<file path="src/hdl/ccs_pkg.sv">
/*
 * Shared constants, timing counts and carrier types for the CCD readout
 * sequencer. Assumes a single 25 MHz system clock; each timed-state count is
 * derived from a time in nanoseconds and that clock rate.
 */
package ccs_pkg;

    // ************************************************************
    // array geometry
    // ************************************************************
    localparam int VERT_ROWS   = 1024;
    localparam int VERT_COLS   = 1024;
    localparam int HORIZ_PIX   = 1032;
    localparam int ACTIVE_COLS = 1008;
    localparam int ACTIVE_ROWS = 1018;
    localparam int DARK_COLS   = 16;
    localparam int DARK_ROWS   = 6;

    // ************************************************************
    // timing
    // ************************************************************
    localparam int CLK_MHZ       = 25;
    localparam int PIX_MAX_MHZ   = 20;
    localparam int T_PD_XFER_NS  = 1000;
    localparam int T_VERT_NS     = 400;
    localparam int T_HMOVE_NS    = 200;
    localparam int T_SHUTTER_NS  = 2000;
    localparam int PIX_PHASES    = 5;
    localparam int ADC_LAT       = 4;
    localparam int BUF_DEPTH     = 2;
    localparam int PIX_W         = 12;

    // least times round up, never below one cycle
    function automatic int ns_to_cyc(input int ns);
        int c;
        c = (ns * CLK_MHZ + 999) / 1000;
        return (c < 1) ? 1 : c;
    endfunction : ns_to_cyc

    localparam int PIX_MIN_CYC  = (CLK_MHZ + PIX_MAX_MHZ - 1) / PIX_MAX_MHZ;
    localparam int PD_XFER_CYC  = ns_to_cyc(T_PD_XFER_NS);
    localparam int VERT_CYC     = ns_to_cyc(T_VERT_NS);
    localparam int HMOVE_CYC    = ns_to_cyc(T_HMOVE_NS);
    localparam int SHUTTER_CYC  = ns_to_cyc(T_SHUTTER_NS);

    // ************************************************************
    // carriers
    // ************************************************************
    typedef struct packed {
        logic vertPhaseOneClock;
        logic vertTransferLevel;
        logic vertPhaseTwoClock;
        logic firstRowHorizPhaseOne;
        logic secondRowHorizPhaseOne;
        logic sharedHorizPhaseTwo;
        logic lineDumpGate;
        logic resetClock;
        logic shutterPulseLevel;
        logic adcStrobe;
    } ccs_pins_t;

    // rest levels: both phase-one horizontal clocks high, phase two low
    localparam ccs_pins_t PINS_IDLE = '{vertPhaseOneClock: 1'b1,
                                       firstRowHorizPhaseOne: 1'b1,
                                       secondRowHorizPhaseOne: 1'b1,
                                       default: 1'b0};

    typedef struct packed {
        logic        dualMode;
        logic        binTwo;
        logic        shutterEn;
        logic [10:0] shutterGroup;
        logic [10:0] dumpRows;
    } ccs_cfg_t;

    typedef struct packed {
        logic [PIX_W-1:0] chanA;
        logic [PIX_W-1:0] chanB;
        logic             dual;
        logic             lineEnd;
    } ccs_pix_t;

    typedef enum logic [3:0] {
        ST_IDLE, ST_PD, ST_RETRACE, ST_SHUT, ST_VHI, ST_VLO,
        ST_ABMOVE, ST_ABREST, ST_SHIFT, ST_END
    } ccs_state_t;

endpackage : ccs_pkg

</file>
<file path="src/hdl/ccs_pixel_buffer.sv">
/*
 * Shift-register FIFO for pixel words; head entry and valid are flops.
 * Assumes writer and reader share mclk.
 */
`timescale 1ns/10ps
`default_nettype none
module ccs_pixel_buffer #(
    parameter int WIDTH = 8,
    parameter int DEPTH = 2,
    localparam int LW   = $clog2(DEPTH + 1)
) (
    // clock and reset
    input  wire logic             mclk,
    input  wire logic             reset_n,
    // fill side
    input  wire logic             inValid,
    output logic                  inReady,
    input  wire logic [WIDTH-1:0] inData,
    // drain side
    output logic                  outValid,
    output logic      [WIDTH-1:0] outData,
    input  wire logic             outReady,
    // occupancy
    output logic      [LW-1:0]    level
);

    logic [WIDTH-1:0] mem_q [DEPTH];
    logic [LW-1:0]    count_q;
    logic [LW-1:0]    count_d;
    logic             valid_q;
    logic             push;
    logic             pop;

    assign inReady  = (count_q < LW'(DEPTH));
    assign push     = inValid && inReady;
    assign pop      = outReady && valid_q;
    assign outValid = valid_q;
    assign outData  = mem_q[0];
    assign level    = count_q;

    always_comb begin
        count_d = count_q + LW'(push) - LW'(pop);
    end

    always_ff @(posedge mclk or negedge reset_n) begin
        if (!reset_n) begin
            count_q <= '0;
            valid_q <= 1'b0;
        end else begin
            count_q <= count_d;
            valid_q <= (count_d != '0);
        end
    end

    // entries slide toward the head on a pop; the write lands after them
    always_ff @(posedge mclk or negedge reset_n) begin
        if (!reset_n) begin
            for (int i = 0; i < DEPTH; i++) begin
                mem_q[i] <= '0;
            end
        end else begin
            if (pop) begin
                for (int i = 0; i < DEPTH - 1; i++) begin
                    mem_q[i] <= mem_q[i+1];
                end
            end
            if (push) begin
                mem_q[int'(count_q) - int'(pop)] <= inData;
            end
        end
    end

endmodule : ccs_pixel_buffer
`default_nettype wire

</file>
<file path="src/hdl/ccs_readout_sequencer.sv">
/*
 * Timing generator that clocks an interline CCD through a whole frame:
 * photodiode transfer, line transfers, optional dual-register readout,
 * binning, line dumps, shutter placement and pixel capture from two ADCs.
 * Assumes external clock drivers translate the pin levels and two ADCs
 * that present data shortly after adcStrobe rises.
 */
`timescale 1ns/10ps
`default_nettype none
module ccs_readout_sequencer #(
    parameter int ROWS   = ccs_pkg::VERT_ROWS,
    parameter int PIXELS = ccs_pkg::HORIZ_PIX
) (
    // clock and reset
    input  wire logic             mclk,
    input  wire logic             reset_n,
    // frame control
    input  wire logic             frameStart,
    input  wire ccs_pkg::ccs_cfg_t cfg,
    output logic                  busy,
    output logic                  frameDone,
    // sensor clock pins
    output ccs_pkg::ccs_pins_t    pins,
    // adc data pins
    input  wire logic [ccs_pkg::PIX_W-1:0] adcDataA,
    input  wire logic [ccs_pkg::PIX_W-1:0] adcDataB,
    // pixel stream
    output logic                  pixValid,
    output ccs_pkg::ccs_pix_t     pixWord,
    input  wire logic             pixReady
);

    localparam int LW = $clog2(ccs_pkg::BUF_DEPTH + 1);

    // ************************************************************
    // state
    // ************************************************************
    ccs_pkg::ccs_state_t state_q, state_d;
    ccs_pkg::ccs_cfg_t   cfg_q;
    ccs_pkg::ccs_pins_t  pins_q, pins_d;
    logic [7:0]          tCnt_q, tCnt_d;
    logic [10:0]         rowsLeft_q, dumpLeft_q, group_q, pixCnt_q;
    logic [2:0]          phase_q;
    logic                binPass_q, halfDone_q, busy_q, frameDone_q;
    logic                timerDone, lastRow, dumping, pixLast, room, inflight;
    logic [LW-1:0]       bufLevel;
    logic                bufInReady, bufPush;
    ccs_pkg::ccs_pix_t   bufWord;
    logic [ccs_pkg::ADC_LAT-1:0] capDly_q, endDly_q;
    logic [ccs_pkg::PIX_W-1:0]   adcA_s1_q, adcA_s2_q, adcB_s1_q, adcB_s2_q;

    // one timer count per timed state
    function automatic logic [7:0] timerLoad(input ccs_pkg::ccs_state_t s);
        case (s)
            ccs_pkg::ST_PD:                    return 8'(ccs_pkg::PD_XFER_CYC - 1);
            ccs_pkg::ST_SHUT:                  return 8'(ccs_pkg::SHUTTER_CYC - 1);
            ccs_pkg::ST_VHI, ccs_pkg::ST_VLO:  return 8'(ccs_pkg::VERT_CYC - 1);
            ccs_pkg::ST_ABMOVE, ccs_pkg::ST_ABREST:
                                               return 8'(ccs_pkg::HMOVE_CYC - 1);
            default:                           return 8'h00;
        endcase
    endfunction : timerLoad

    assign timerDone = (tCnt_q == 8'h00);
    assign lastRow   = (rowsLeft_q == 11'h001);
    assign dumping   = (dumpLeft_q != 11'h000);
    assign pixLast   = (pixCnt_q == 11'(PIXELS - 1));
    assign inflight  = |capDly_q;
    // in-flight sample needs its own slot, so count it as taken
    assign room      = (int'(bufLevel) + int'(inflight)) < ccs_pkg::BUF_DEPTH;

    // ************************************************************
    // sequencing
    // ************************************************************
    always_comb begin
        state_d = state_q;
        case (state_q)
            ccs_pkg::ST_IDLE: if (frameStart) state_d = ccs_pkg::ST_PD;
            ccs_pkg::ST_PD: if (timerDone) state_d = ccs_pkg::ST_RETRACE;
            ccs_pkg::ST_RETRACE: begin
                if (cfg_q.shutterEn && group_q == cfg_q.shutterGroup) begin
                    state_d = ccs_pkg::ST_SHUT;
                end else begin
                    state_d = ccs_pkg::ST_VHI;
                end
            end
            ccs_pkg::ST_SHUT: if (timerDone) state_d = ccs_pkg::ST_VHI;
            ccs_pkg::ST_VHI: if (timerDone) state_d = ccs_pkg::ST_VLO;
            ccs_pkg::ST_VLO: begin
                if (timerDone) begin
                    if (dumping) begin
                        state_d = lastRow ? ccs_pkg::ST_END : ccs_pkg::ST_VHI;
                    end else if (cfg_q.binTwo && !binPass_q && !lastRow) begin
                        state_d = ccs_pkg::ST_VHI;
                    end else if (cfg_q.dualMode && !halfDone_q && !lastRow) begin
                        state_d = ccs_pkg::ST_ABMOVE;
                    end else begin
                        state_d = ccs_pkg::ST_SHIFT;
                    end
                end
            end
            ccs_pkg::ST_ABMOVE: if (timerDone) state_d = ccs_pkg::ST_ABREST;
            ccs_pkg::ST_ABREST: if (timerDone) state_d = ccs_pkg::ST_VHI;
            ccs_pkg::ST_SHIFT: begin
                if (phase_q == 3'(ccs_pkg::PIX_PHASES - 1) && pixLast) begin
                    state_d = (rowsLeft_q == 11'h000) ? ccs_pkg::ST_END
                                                      : ccs_pkg::ST_RETRACE;
                end
            end
            ccs_pkg::ST_END: state_d = ccs_pkg::ST_IDLE;
            default: state_d = ccs_pkg::ST_IDLE;
        endcase
    end

    always_comb begin
        if (state_d != state_q) begin
            tCnt_d = timerLoad(state_d);
        end else if (!timerDone) begin
            tCnt_d = tCnt_q - 8'h01;
        end else begin
            tCnt_d = tCnt_q;
        end
    end

    always_ff @(posedge mclk or negedge reset_n) begin
        if (!reset_n) begin
            state_q <= ccs_pkg::ST_IDLE;
            tCnt_q  <= 8'h00;
        end else begin
            state_q <= state_d;
            tCnt_q  <= tCnt_d;
        end
    end

    // ************************************************************
    // row, group and pass bookkeeping
    // ************************************************************
    always_ff @(posedge mclk or negedge reset_n) begin
        if (!reset_n) begin
            cfg_q      <= '0;
            rowsLeft_q <= 11'h000;
            dumpLeft_q <= 11'h000;
            group_q    <= 11'h000;
            binPass_q  <= 1'b0;
            halfDone_q <= 1'b0;
        end else begin
            if (state_q == ccs_pkg::ST_IDLE && frameStart) begin
                cfg_q      <= cfg;
                rowsLeft_q <= 11'(ROWS);
                dumpLeft_q <= cfg.dumpRows;
                group_q    <= 11'h000;
            end
            if (state_q == ccs_pkg::ST_RETRACE) begin
                binPass_q  <= 1'b0;
                halfDone_q <= 1'b0;
            end
            if (state_q == ccs_pkg::ST_VLO && timerDone) begin
                rowsLeft_q <= rowsLeft_q - 11'h001;
                if (dumping) begin
                    dumpLeft_q <= dumpLeft_q - 11'h001;
                end else begin
                    binPass_q <= 1'b1;
                end
            end
            if (state_q == ccs_pkg::ST_ABREST && timerDone) begin
                halfDone_q <= 1'b1;
                binPass_q  <= 1'b0;
            end
            if (state_q == ccs_pkg::ST_SHIFT && state_d != ccs_pkg::ST_SHIFT) begin
                group_q <= group_q + 11'h001;
            end
        end
    end

    // ************************************************************
    // pixel phases
    // ************************************************************
    // five cycles per pixel keeps the rate at 5 MHz, under PIX_MAX_MHZ
    always_ff @(posedge mclk or negedge reset_n) begin
        if (!reset_n) begin
            phase_q  <= 3'h0;
            pixCnt_q <= 11'h000;
        end else if (state_q != ccs_pkg::ST_SHIFT) begin
            phase_q  <= 3'h0;
            pixCnt_q <= 11'h000;
        end else if (phase_q == 3'h0) begin
            if (room) begin
                phase_q <= 3'h1;
            end
        end else if (phase_q == 3'(ccs_pkg::PIX_PHASES - 1)) begin
            phase_q  <= 3'h0;
            pixCnt_q <= pixCnt_q + 11'h001;
        end else begin
            phase_q <= phase_q + 3'h1;
        end
    end

    // ************************************************************
    // pin levels
    // ************************************************************
    always_comb begin
        pins_d = ccs_pkg::PINS_IDLE;
        case (state_q)
            ccs_pkg::ST_PD: begin
                pins_d.vertTransferLevel = 1'b1;
            end
            ccs_pkg::ST_SHUT: begin
                pins_d.shutterPulseLevel = 1'b1;
            end
            ccs_pkg::ST_VHI: begin
                pins_d.vertPhaseOneClock = 1'b0;
                pins_d.vertPhaseTwoClock = 1'b1;
                pins_d.lineDumpGate      = dumping;
            end
            ccs_pkg::ST_VLO: begin
                pins_d.lineDumpGate = dumping;
            end
            ccs_pkg::ST_ABMOVE: begin
                pins_d.firstRowHorizPhaseOne = 1'b0;
            end
            ccs_pkg::ST_SHIFT: begin
                // vertical clocks keep rest levels throughout the line
                if (phase_q == 3'h1) begin
                    pins_d.firstRowHorizPhaseOne  = 1'b0;
                    pins_d.secondRowHorizPhaseOne = !cfg_q.dualMode;
                    pins_d.sharedHorizPhaseTwo    = 1'b1;
                end
                pins_d.adcStrobe  = (phase_q == 3'h3);
                pins_d.resetClock = (phase_q == 3'h4);
            end
            default: begin
                pins_d = ccs_pkg::PINS_IDLE;
            end
        endcase
    end

    always_ff @(posedge mclk or negedge reset_n) begin
        if (!reset_n) begin
            pins_q      <= ccs_pkg::PINS_IDLE;
            busy_q      <= 1'b0;
            frameDone_q <= 1'b0;
        end else begin
            pins_q      <= pins_d;
            busy_q      <= (state_d != ccs_pkg::ST_IDLE);
            frameDone_q <= (state_q == ccs_pkg::ST_END);
        end
    end

    // ************************************************************
    // adc capture
    // ************************************************************
    // pins come from another domain; the first stage feeds only the second
    always_ff @(posedge mclk or negedge reset_n) begin
        if (!reset_n) begin
            adcA_s1_q <= '0;
            adcA_s2_q <= '0;
            adcB_s1_q <= '0;
            adcB_s2_q <= '0;
        end else begin
            adcA_s1_q <= adcDataA;
            adcA_s2_q <= adcA_s1_q;
            adcB_s1_q <= adcDataB;
            adcB_s2_q <= adcB_s1_q;
        end
    end

    // strobe request to synced data is ADC_LAT cycles
    always_ff @(posedge mclk or negedge reset_n) begin
        if (!reset_n) begin
            capDly_q <= '0;
            endDly_q <= '0;
        end else begin
            capDly_q <= {capDly_q[ccs_pkg::ADC_LAT-2:0],
                         (state_q == ccs_pkg::ST_SHIFT && phase_q == 3'h3)};
            endDly_q <= {endDly_q[ccs_pkg::ADC_LAT-2:0], pixLast};
        end
    end

    always_comb begin
        bufWord.chanA   = adcA_s2_q;
        bufWord.chanB   = cfg_q.dualMode ? adcB_s2_q : '0;
        bufWord.dual    = cfg_q.dualMode;
        bufWord.lineEnd = endDly_q[ccs_pkg::ADC_LAT-1];
    end

    // room was checked before the pixel began, so the push is never refused
    assign bufPush = capDly_q[ccs_pkg::ADC_LAT-1] && bufInReady;

    ccs_pixel_buffer #(
        .WIDTH ($bits(ccs_pkg::ccs_pix_t)),
        .DEPTH (ccs_pkg::BUF_DEPTH)
    ) u_buf (
        .mclk     (mclk),
        .reset_n  (reset_n),
        .inValid  (bufPush),
        .inReady  (bufInReady),
        .inData   (bufWord),
        .outValid (pixValid),
        .outData  (pixWord),
        .outReady (pixReady),
        .level    (bufLevel)
    );

    assign pins      = pins_q;
    assign busy      = busy_q;
    assign frameDone = frameDone_q;

endmodule : ccs_readout_sequencer
`default_nettype wire

</file>
<file path="config.mk">
export PLATFORM = sky130hd
export DESIGN_NAME = ccs_readout_sequencer
export DESIGN_NICKNAME = d
export VERILOG_FILES = /design/src/hdl/ccs_pkg.sv /design/src/hdl/ccs_pixel_buffer.sv /design/src/hdl/ccs_readout_sequencer.sv
export SDC_FILE = /design/constraint.sdc
export NUM_CORES = 1
export LEC_CHECK = 0
export BUFFER_PORTS_ARGS = -buffer_cell sky130_fd_sc_hd__buf_2
export CAP_MARGIN = 40
export CORE_MARGIN = 2
export CORE_UTILIZATION = 50
export DETAILED_ROUTE_END_ITERATION = 6
export PLACE_DENSITY = 0.7
export SETUP_SLACK_MARGIN = 0.4
export SLEW_MARGIN = 25
export SYNTH_ARGS = -nofsm -noshare
export SYNTH_HDL_FRONTEND = slang
export SYNTH_HIERARCHICAL = 1
export SYNTH_SLANG_ARGS = --single-unit
</file>
<file path="constraint.sdc">
create_clock -name mclk -period 5.1 [get_ports mclk]
set_input_delay 0.255 -clock mclk [delete_from_list [all_inputs] [get_ports mclk]]
set_output_delay 0.255 -clock mclk [all_outputs]
set_load 0.005 [all_outputs]
</file>
# Word level (Yosys, flattened, before mapping)
# Cells that the tools add are included.
# classes
n_addsub	10
reduce_logical	36
magnitude_cmp	4
eq_ne	27
mux	53
n_bitwise	1
# op_table
cell	count
11-bit two-way mux	10
52-bit bitwise mux	1
26-bit two-way mux	2
52-bit two-way mux	1
4-bit two-way mux	12
4-bit by 3-bit == test with 1-bit output (second input constant)	8
32-bit by 2-bit greater-or-equal comparator with 1-bit output (second input constant)	1
32-bit by 1-bit less-than comparator with 1-bit output (second input constant)	1
32-bit NOT	1
4-bit case mux with 8 select lines	1
26-bit demux with 1-bit select	1
6-bit case mux with 4 select lines	1
11-bit by 1-bit adder with 11-bit output (second input constant)	2
11-bit by 1-bit subtractor with 11-bit output (second input constant)	2
3-bit two-way mux	6
8-bit two-way mux	2
1-bit logical AND	15
1-bit two-way mux	13
4-bit by 2-bit == test with 1-bit output (second input constant)	3
12-bit two-way mux	1
11-bit by 1-bit == test with 1-bit output (second input constant)	1
11-bit == test	1
11-bit == test (second input constant)	1
11-bit logical NOT	1
other kinds (30)	43
# word_totals
regBits	198
input_bits	53
output_inout_bits	39

# Logic depth before layout (Yosys ltp)
# Gate-level depths: netlist of the first run.
# depth
depth_word	12
mapped_depth	12

# Cells and area by module
# The synthesis of the first run kept the hierarchy.
# by_module_without_submodules
module	area_each_um2	instances	seq_area_each_um2	cells_each
ccs_readout_sequencer	6047.0	1	3557.2	566
ccs_pixel_buffer	2698.8	1	1376.3	187

# Worst setup path before layout of the first run
# No wires, ideal clock.
# synth_timing
path_kind	register to register
from	reg dumpLeft_q[0]
to	reg busy_q, in the netlist busy
setup_ns	0.138
n_path_buf	2
arrival_time_ns	2.550
synth_period_minus_slack_ns	2.688
path_slack_ns	2.412
stages_incl_launch_ff	11
cell_sequence	dfrtp_1 > inv_1 > ha_1 > or3b_1 > clkbuf_1 > or2_4 > o31ai_4 > nor2_2 > or2_0 > clkbuf_1 > or4_1
# synth_between
elab_chain_cells	5
# synth_lines
item	line_no	text
from (decl)	ccs_readout_sequencer.sv:42	logic [10:0] rowsLeft_q, dumpLeft_q, group_q, pixCnt_q;
from (signal assigned)	ccs_readout_sequencer.sv:150	dumpLeft_q <= cfg.dumpRows;
from (signal assigned)	ccs_readout_sequencer.sv:160	dumpLeft_q <= dumpLeft_q - 11'h001;
11-bit nonzero test	ccs_readout_sequencer.sv:66	assign dumping = (dumpLeft_q != 11'h000);
4-bit two-way mux	ccs_readout_sequencer.sv:91	if (dumping) begin
4-bit two-way mux	ccs_readout_sequencer.sv:90	if (timerDone) begin
4-bit case mux with 8 select lines	ccs_readout_sequencer.sv:77	case (state_q)
via state_d[2]	ccs_readout_sequencer.sv:38	ccs_pkg::ccs_state_t state_q, state_d;
4-bit nonzero test	ccs_readout_sequencer.sv:244	busy_q <= (state_d != ccs_pkg::ST_IDLE);
to (signal assigned)	ccs_readout_sequencer.sv:244	
to (decl)	ccs_readout_sequencer.sv:44	logic binPass_q, halfDone_q, busy_q, frameDone_q;
# The timed path passes the listed nets, and every way through them passes these cells.
# A chain may end at the register's enable or synchronous reset.

# Worst setup path in the final report of the first run
# layout_timing
from	reg tCnt_q[0]
to	reg tCnt_q[2]
# layout_between
elab_chain_cells	7
elab_cells_between_ends	21
cone_classes	1 x add/sub; 8 x eq/ne; 9 x mux; 3 x reduce/logical
# layout_lines
item	line_no	text
from (decl)	ccs_readout_sequencer.sv:41	logic [7:0] tCnt_q, tCnt_d;
from (signal assigned)	ccs_readout_sequencer.sv:131	tCnt_q <= tCnt_d;
8-bit logical NOT	ccs_readout_sequencer.sv:64	assign timerDone = (tCnt_q == 8'h00);
4-bit two-way mux (on tied branches)	n/a	
4-bit case mux with 8 select lines	ccs_readout_sequencer.sv:77	
4-bit by 3-bit == test with 1-bit output	ccs_readout_sequencer.sv:54	case (s)
2-bit OR reduction	ccs_readout_sequencer.sv:54	
6-bit case mux with 4 select lines	ccs_readout_sequencer.sv:54	
8-bit two-way mux	ccs_readout_sequencer.sv:116	if (state_d != state_q) begin
# Several ways; a longest one is shown, not always the timed one. The select of a mux whose other input is x is not followed.

==> results.cfg, run 1 <==
[die]
io_pins = 92
initial_core_util_pct = 50.9
dieArea_mm2 = 0.0186
core_area_mm2 = 0.0172
num_rows = 48
die_width_um = 136
fp.dieH_um = 136

[sta]
tightest_slew_ps = 812
fmax_ghz = 0.318
finalHoldViolCount = 0
min_period_over_period_pct = 61.6
max-slew-margin-rel_pct = 45.4
layout_min_cycle_time_ps = 3140
finalMaxSlewViolations = 0
whs_ps = 21.5
setup_viol = 0
rsz0062_at_grt = false
fin_worst_skew_ps = 9.00
setup_tns_ps = 0

[cells_and_area]
antennaDiodeCount = 0
areaGrowthSynthToFinish_pct = 16.0
finalNetCount = 914
fin_cells = 1085
final_common_cell = dfrtp_1
drive_above_1_share_pct = 26.4
most-common-layout-cells = 194 x dfrtp_1, 90 x buf_2, 85 x nand2_1, 76 x mux2_2, 40 x nor2_1

[min_path]
hold_path_startpoint = cfg[24]
min_path_type = input pin to register
min_path_cells = 3
hold_path_end = bufWord[1]

[clock_tree]
htreeDepth = 4
cts_tree = built
cts_resized = 0
path_clk_slew_ps = 70
clockBufferDepth = 2
clock-root-buffer = clkbuf_16
numCtsBuffers = 17
clk_latency_ps = 430
clock_sinks = 197

[outcome]
status = completed

[worst_setup_path]
path_delay_family = simple AND/OR/NAND/NOR gates
endpoint_kind = register
arrival_ps = 3490
reg2reg_to = tCnt_q[2]
cp-start-kind = register
worstSetupPathType = register to register
cp.required_ps = 5440
path_common_cell = a31oi_1
rr_startpoint = tCnt_q[0]
reg2reg_slack_ps = 1960
cp_max_fo = 10
max_stage_delay_ps = 650
slowest_stage = or4b_1
timing.critical_path.buf_inv = 1
reg2reg_depth = 9
crit_chain = inv_1 > ha_1 > or4b_1 > or2_0 > a31oi_1 > a31oi_1 > o21a_1 > o221ai_4 > mux2i_1

[power_and_ir_drop]
p_leak_nw = 4.90
ir_worst_vdd_uv = 233
seq_power_share_pct = 53.1
total_power_mw = 2.99
p_switching_uw = 673
p_clk_share_pct = 44.5
intPower_mw = 2.31
power_density_mw_per_mm2 = 294
sw_frac_of_total_pct = 22.5
combPwrFrac_pct = 2.4

[logic_synthesis]
synth_area_mm2 = 0.00875
synth_area_per_cell_um2 = 11.6
yosysWarnings = 6
synth_cells = 753
synth_fp_nets = 820
synth-seq-cells = 197
synth_ff_type = dfrtp_1
synth.distinct_cells = 74
async_flop_share_pct = 100
synth-seq-area-share_pct = 56.4
synth_edf_count = 0

[routing]
num_vias = 5812
wl_per_cell_um = 15.7
dr.pass1.iters = 4
drc = 0
avgViaCountPerCell = 5.36
ant_nets = 0
drt-total-wl_um = 17000
drtIter0Drc = 269

[job]
drv_cap = 0

[global_route]
antenna_found_initial = 0
grt_pass1_vias = 5876
gr-total-overflow = 0
grt_pass1_wl_um = 28300
grt_max_degree = 81
grt_use_total_pct = 19.3

[place]
hpwl_um = 11800
dpl.cell_count = 1020
port_buffers = 91
gp_congestion = 0.883
cell usage after synthesis (all sizes together) (4+ instances only):
cell,count,area [µm²]
inv,25,93.8
xor2,20,175
nor4b,4,41.3
a21oi,21,109
and2,15,93.8
nand3,17,85.1
nand2b,6,37.5
dfrtp,194,4850
nor3b,5,48.8
nor4,7,50.1
nand2,85,319
and3,12,75.1
nand4,8,50.1
or3,9,56.3
a31oi,5,31.3
xnor2,8,70.1
o21ai,41,205
o31ai,4,43.8
nor2,42,163
nor3,17,96.4
buf,40,299
mux2,78,878
clkbuf,16,60.1
ha,14,175
mux2i,11,110
layout make-up:
cell class	instances	area (µm²)
Timing Repair Buffer	131	886
Tap cell	225	282
Multi-Input combinational cell	475	3360
Inverter	25	93.8
Clock inverter	14	161
Sequential cell	197	4930
Clock buffer	18	429
Fill cell	1407	7030
worst min-delay path: stages:
cell	delay [ps]
buf_2	80
nand2_1	40
nand2_1	40
kinds of logic after synthesis:
| kind of cell | count (synthesis) | synth area share, % |
|---|---|---|
| and+or+nand+nor | 248 | 14.8 |
| DFF | 197 | 56.4 |
| AOI/OAI and AO/OA | 96 | 7.50 |
| muxes | 89 | 11.3 |
| buffers and inverters | 81 | 5.18 |
| xor gates and xnor gates | 28 | 2.80 |
| adders and majority gates | 14 | 2.00 |
worst max-delay path by stage:
stage                   from          to  depth (start not counted)
6_report           tCnt_q[0]   tCnt_q[2]                          9
5_1_grt           state_q[2]   tCnt_q[2]                          6
4_1_cts            tCnt_q[0]  group_q[9]                         10
3_5_place_dp       tCnt_q[0]   tCnt_q[4]                          9
3_3_place_gp       tCnt_q[0]  group_q[9]                         10
2_1_floorplan  dumpLeft_q[0]        busy                         10
through the flow:
step	setup slack (ps)	util (%)	instance area (µm²)
after floorplan	2410	-	8750
after global placement	2030	53.4	9170
after detailed placement	1970	53.6	9210
after CTS	1960	58.9	10100
after global routing	1760	59.1	10100
final	1960	59.1	10100
power by group through the flow:
stage | sequential, mW | clock, mW | combinational, mW
2_1_floorplan | 1.61 | 0 | 0.000485
3_3_place_gp | 1.62 | 0 | 0.0517
3_5_place_dp | 1.62 | 0 | 0.0531
4_1_cts | 1.59 | 1.36 | 0.0721
5_1_grt | 1.59 | 1.42 | 0.0820
6_report | 1.59 | 1.33 | 0.0715
timing repair:
| action | in CTS | in global routing |
|---|---|---|
| setup buffers | 0 | 0 |
| hold endpoints to repair | 105 | 0 |
| hold buffers | 31 | 0 |
metal layers:
layer	vias to the layer above	global-route usage [%]	share of wire, %
li1	2771	-	-
met1	2897	25.2	46
met2	126	32.5	49
met3	18	4.18	4.2
met4	0	5.56	1.2
met5	-	0	0
No activity file was read; power rests on OpenSTA's default activity.
==> run 2, diff against run 1 <==
==> constraint.sdc (replaced) <==
create_clock -name mclk -period 2.94 [get_ports mclk]
set_input_delay 0.147 -clock mclk [delete_from_list [all_inputs] [get_ports mclk]]
set_output_delay 0.147 -clock mclk [all_outputs]
set_load 0.005 [all_outputs]
==> run 2 against run 1 <==
  * Global-route usage rose by 1.3 points
  * Clock skew rose by 0.73 ps
  * Critical path type unchanged
  * Die area did not move
  * Critical endpoint unchanged
  * First-iteration DRC count fell by 10%
  * Cell count rose by 4.4%
  * Combinational power rose by 100%
  * Largest cell class unchanged
==> results.cfg, run 2 (same netlist as run 1, synthesis figures left out) <==
[min_path]
hold_path_startpoint = cfg[6]
min_path_cells = 3
hold_path_end = dumpLeft_q[6]
min_path_type = input pin to register

[sta]
setup_tns_ps = 0
setup_viol = 0
layout_min_cycle_time_ps = 2630
finalHoldViolCount = 0
rsz0062_at_grt = true
min_period_over_period_pct = 89.6
fmax_ghz = 0.380
tightest_slew_ps = 539
max-slew-margin-rel_pct = 63.6
fin_worst_skew_ps = 9.73
finalMaxSlewViolations = 0

[power_and_ir_drop]
intPower_mw = 4.03
sw_frac_of_total_pct = 22.1
p_leak_nw = 5.21
combPwrFrac_pct = 2.8
p_switching_mw = 1.14
ir_worst_vdd_uv = 418
p_clk_share_pct = 44.1
total_power_mw = 5.18
power_density_mw_per_mm2 = 480
seq_power_share_pct = 53.1

[job]
drv_cap = 0

[place]
port_buffers = 91
hpwl_um = 12000
dpl.cell_count = 1038
gp_congestion = 0.856

[routing]
drtIter0Drc = 242
num_vias = 6063
drc = 0
drt-total-wl_um = 18200
ant_nets = 0
avgViaCountPerCell = 5.35
wl_per_cell_um = 16.1
dr.pass1.iters = 5

[global_route]
grt_pass1_vias = 6102
grt_use_total_pct = 20.6
antenna_found_initial = 0
grt_max_degree = 106
grt_pass1_wl_um = 29800
gr-total-overflow = 0

[worst_setup_path]
cp.required_ps = 3290
endpoint_kind = register
rr_startpoint = tCnt_q[1]
reg2reg_depth = 9
cp-start-kind = register
cp_max_fo = 8
worstSetupPathType = register to register
reg2reg_to = tCnt_q[2]
reg2reg_slack_ps = 310
arrival_ps = 2980

[clock_tree]
path_clk_slew_ps = 70
clock-root-buffer = clkbuf_16
clockBufferDepth = 2
cts_tree = built
htreeDepth = 4
numCtsBuffers = 17
clock_sinks = 197
clk_latency_ps = 430

[die]
initial_core_util_pct = 50.9
dieArea_mm2 = 0.0186
die_width_um = 136
num_rows = 48
fp.dieH_um = 136
core_area_mm2 = 0.0172
io_pins = 92

[cells_and_area]
finalNetCount = 964
fin_cells = 1133
final_common_cell = dfrtp_1
antennaDiodeCount = 0
drive_above_1_share_pct = 32.3
areaGrowthSynthToFinish_pct = 23.3
most-common-layout-cells = 194 x dfrtp_1, 90 x buf_2, 84 x nand2_1, 76 x mux2_2, 46 x dlygate4sd3_1

[outcome]
status = completed
run 2: cell count changes in the layout (fill, tap and decap cells not counted), moves of 3 or more:
cell,previous run,this run
inv_1,24,20
nor2_4,0,3
dlygate4sd3_1,31,46
nor3_2,0,3
buf_4,5,39
inv_8,6,3
inv_2,1,5
nor4_1,6,3
nor3_1,16,13
a21oi_1,20,17
run 2: final cells by class:
cell class	instances	area, µm²
clock inverter	12	140
multi-input combinational	475	3580
clock buffer	18	439
fill	1355	6390
timing repair buffer	181	1320
tap	225	282
sequential	197	4930
inverter	25	93.8
run 2: how the worst max path moves through the flow:
| stage | from | to |
|---|---|---|
| 3_3_place_gp | dumpLeft_q[0] | tCnt_q[0] |
| 4_1_cts | tCnt_q[0] | tCnt_q[2] |
| 3_5_place_dp | dumpLeft_q[0] | tCnt_q[0] |
| 2_1_floorplan | tCnt_q[0] | busy |
| 6_report | tCnt_q[1] | tCnt_q[2] |
| 5_1_grt | tCnt_q[1] | tCnt_q[0] |
run 2: timing repair:
action	CTS	global route
pin swaps	14	19
endpoints found under the hold margin	146	0
hold buffers	46	0
endpoints found under the setup margin	17	21
setup buffers	8	10
resized for setup	21	25
run 2: per-layer routing:
metal  vias to the layer above  GRT usage [%]  wire length, µm
met5                         -              0                0
met4                         0           6.71              310
met3                        24           4.51              757
met2                       132           35.5             9270
met1                      3026           25.7             7860
li1                       2881              -                -
run 2: worst max-delay path, cell delays in order, from the launching register on:
cell	delay, ps
dfrtp_1	390
inv_2	70
ha_4	130
or4b_4	530
o21ai_4	180
o31ai_4	90
o31a_1	350
o21a_1	240
o221ai_4	330
mux2i_1	240
run 2: power groups by stage:
stage / logic [mW] / registers, mW / clock network [mW]
2_1_floorplan: 0.000840 / 2.80 / 0
3_3_place_gp: 0.0943 / 2.80 / 0
3_5_place_dp: 0.0976 / 2.80 / 0
4_1_cts: 0.145 / 2.75 / 2.34
5_1_grt: 0.165 / 2.75 / 2.46
6_report: 0.146 / 2.75 / 2.28
run 2: metrics by stage:
step	setup WS, ps	instance area [µm²]	utilization, %	hold WS (ps)
final	307	10800	62.8	34.7
after global placement	227	9360	54.5	255
after global routing	188	10800	62.8	44.3
after detailed placement	106	9360	54.5	256
after floorplan	306	8770	-	-149
after CTS	302	10600	61.5	10.2
==> run 3, diff against run 2 <==
--- a/config.mk
+++ b/config.mk
@@ -7,8 +7,10 @@
 export LEC_CHECK = 0
 export BUFFER_PORTS_ARGS = -buffer_cell sky130_fd_sc_hd__buf_2
 export CAP_MARGIN = 40
+export CORE_ASPECT_RATIO = 2
 export CORE_MARGIN = 2
 export CORE_UTILIZATION = 50
+export CTS_BUF_LIST = sky130_fd_sc_hd__clkbuf_4 sky130_fd_sc_hd__clkbuf_8
 export DETAILED_ROUTE_END_ITERATION = 6
 export PLACE_DENSITY = 0.7
 export SETUP_SLACK_MARGIN = 0.4
@@ -17,3 +19,4 @@
 export SYNTH_HDL_FRONTEND = slang
 export SYNTH_HIERARCHICAL = 1
 export SYNTH_SLANG_ARGS = --single-unit
+export TNS_END_PERCENT = 5
==> run 3 against run 2 <==
  * Combinational power hardly changed
  * Cell count down 1.9%
  * Sequential power about the same
  * Worst hold slack gained 8.5 ps
  * Maximum frequency shrank 4.2%
  * Wire length increased by 4.9%
  * Largest cell class unchanged
==> results.cfg, run 3 (same netlist as run 1, synthesis figures left out) <==
[outcome]
status = completed

[global_route]
grt_pass1_vias = 6635
grt_use_total_pct = 21.7
antenna_found_initial = 0
grt_pass1_wl_um = 32300
grt_max_degree = 87
gr-total-overflow = 0

[sta]
tightest_slew_ps = 673
finalMaxSlewViolations = 0
setup_tns_ps = 0
setup_slack_ps = 191
finalHoldViolCount = 0
max-slew-margin-rel_pct = 55.1
fmax_ghz = 0.364
setup_viol = 0
layout_min_cycle_time_ps = 2750
rsz0062_at_grt = true
min_period_over_period_pct = 93.5
fin_worst_skew_ps = 18.8

[worst_setup_path]
cp.required_ps = 3320
reg2reg_slack_ps = 190
endpoint_kind = register
reg2reg_depth = 9
timing.critical_path.from = dumpLeft_q[1]
rr_startpoint = dumpLeft_q[1]
arrival_ps = 3120
worstSetupPathType = register to register
cp-start-kind = register
cp_max_fo = 8
crit_path_end = tCnt_q[4]
reg2reg_to = tCnt_q[4]

[cells_and_area]
antennaDiodeCount = 0
fin_util_pct = 60.3
most-common-layout-cells = 194 x dfrtp_1, 90 x buf_2, 85 x nand2_1, 76 x mux2_2, 49 x dlygate4sd3_1
fill_cells = 1445
finalNetCount = 956
areaGrowthSynthToFinish_pct = 18.5
fin_cells = 1112
drive_above_1_share_pct = 29.4
final_common_cell = dfrtp_1

[routing]
wl_per_cell_um = 17.2
ant_nets = 0
drtIter0Drc = 195
drt-total-wl_um = 19100
drc = 0
num_vias = 6022
dr.pass1.iters = 4
avgViaCountPerCell = 5.42

[place]
hpwl_um = 13800
gp_congestion = 0.918
port_buffers = 91
dpl.cell_count = 1025
pre_cts_slack_ps = 64.5

[clock_tree]
clock_sinks = 197
clock-root-buffer = clkbuf_8
htreeDepth = 4
clockBufferDepth = 2
cts_tree = built
path_clk_slew_ps = 110
clk_latency_ps = 470
numCtsBuffers = 17

[power_and_ir_drop]
p_leak_nw = 5.03
combPwrFrac_pct = 3.1
sw_frac_of_total_pct = 23.7
intPower_mw = 3.52
ir_worst_vdd_uv = 254
p_clk_share_pct = 37.4
power_density_mw_per_mm2 = 446
p_switching_mw = 1.10
seq_power_share_pct = 59.5

[die]
core_area_mm2 = 0.0172
die_width_um = 97.5
dieArea_mm2 = 0.0186
initial_core_util_pct = 50.9
num_rows = 68
io_pins = 92
fp.dieH_um = 191

[min_path]
min_path_type = input pin to register
hold_path_startpoint = cfg[1]

[job]
drv_cap = 0
run 3: cell types whose count changed in the layout (fill, tap and decap cells not counted), sizes merged:
cell,delta
buf,-11
clkbuf,-1
clkinv,+1
clkinvlp,+1
dlygate4sd3,+3
inv,+1
run 3: worst min-delay path by stage:
stage / to / slack, ps / cells after the start
floorplan: adcA_s1_q[0] / -150 / 0
global placement: adcA_s1_q[1] / 220 / 1
detailed placement: adcA_s1_q[1] / 230 / 1
CTS: dumpLeft_q[1] / 10 / 4
global route: dumpLeft_q[1] / 50 / 4
finish: dumpLeft_q[1] / 40 / 4
run 3: worst max-delay path, cell delays in order, from the launching register on:
cell and delay [ps]:
dfrtp_1 410, inv_1 80, ha_2 180, or3b_4 410, or2_4 260, o31ai_4 350, a21oi_4 120, a2111oi_4 390
o221ai_4 250, o211ai_1 210
run 3: stage by stage:
stage | instance area (µm²) | hold WS (ps) | total power [mW]
floorplan | 8770 | -149 | 2.80
global placement | 9320 | 218 | 2.90
detailed placement | 9350 | 226 | 2.90
CTS | 10300 | 11.1 | 4.69
global route | 10400 | 53.8 | 4.82
finish | 10400 | 43.1 | 4.62
run 3: final cells by class:
cell class              instances  area, µm²  area share, %
flip-flops and latches        197       4930           47.6
multi-input cells             475       3450           33.3
repair buffers                173       1220           11.8
well taps                     210        263           2.54
clock buffers                  17        234           2.26
clock inverters                15        166           1.61
inverters                      25       93.8          0.906
run 3: per-layer routing:
metal  share of wire [%]  global-route usage, %
met5                   0                      0
met2                  57                   41.4
met4                 3.2                   10.1
met3                 3.5                   3.91
met1                  36                   22.6
run 3: power by group through the flow:
stage               clock network (mW)  logic [mW]  registers, mW
global route                      1.91       0.161           2.76
floorplan                            0    0.000840           2.80
global placement                     0      0.0938           2.80
detailed placement                   0      0.0961           2.81
finish                            1.73       0.143           2.75
CTS                               1.79       0.148           2.75
run 3: timing repair:
item | 4_1_cts | 5_1_grt
hold buffers | 49 | 0
pin swaps | 9 | 3
endpoints found under the hold margin | 129 | 0
buffers inserted | 5 | 1
endpoints found under the setup margin | 20 | 27
resized for setup | 10 | 6
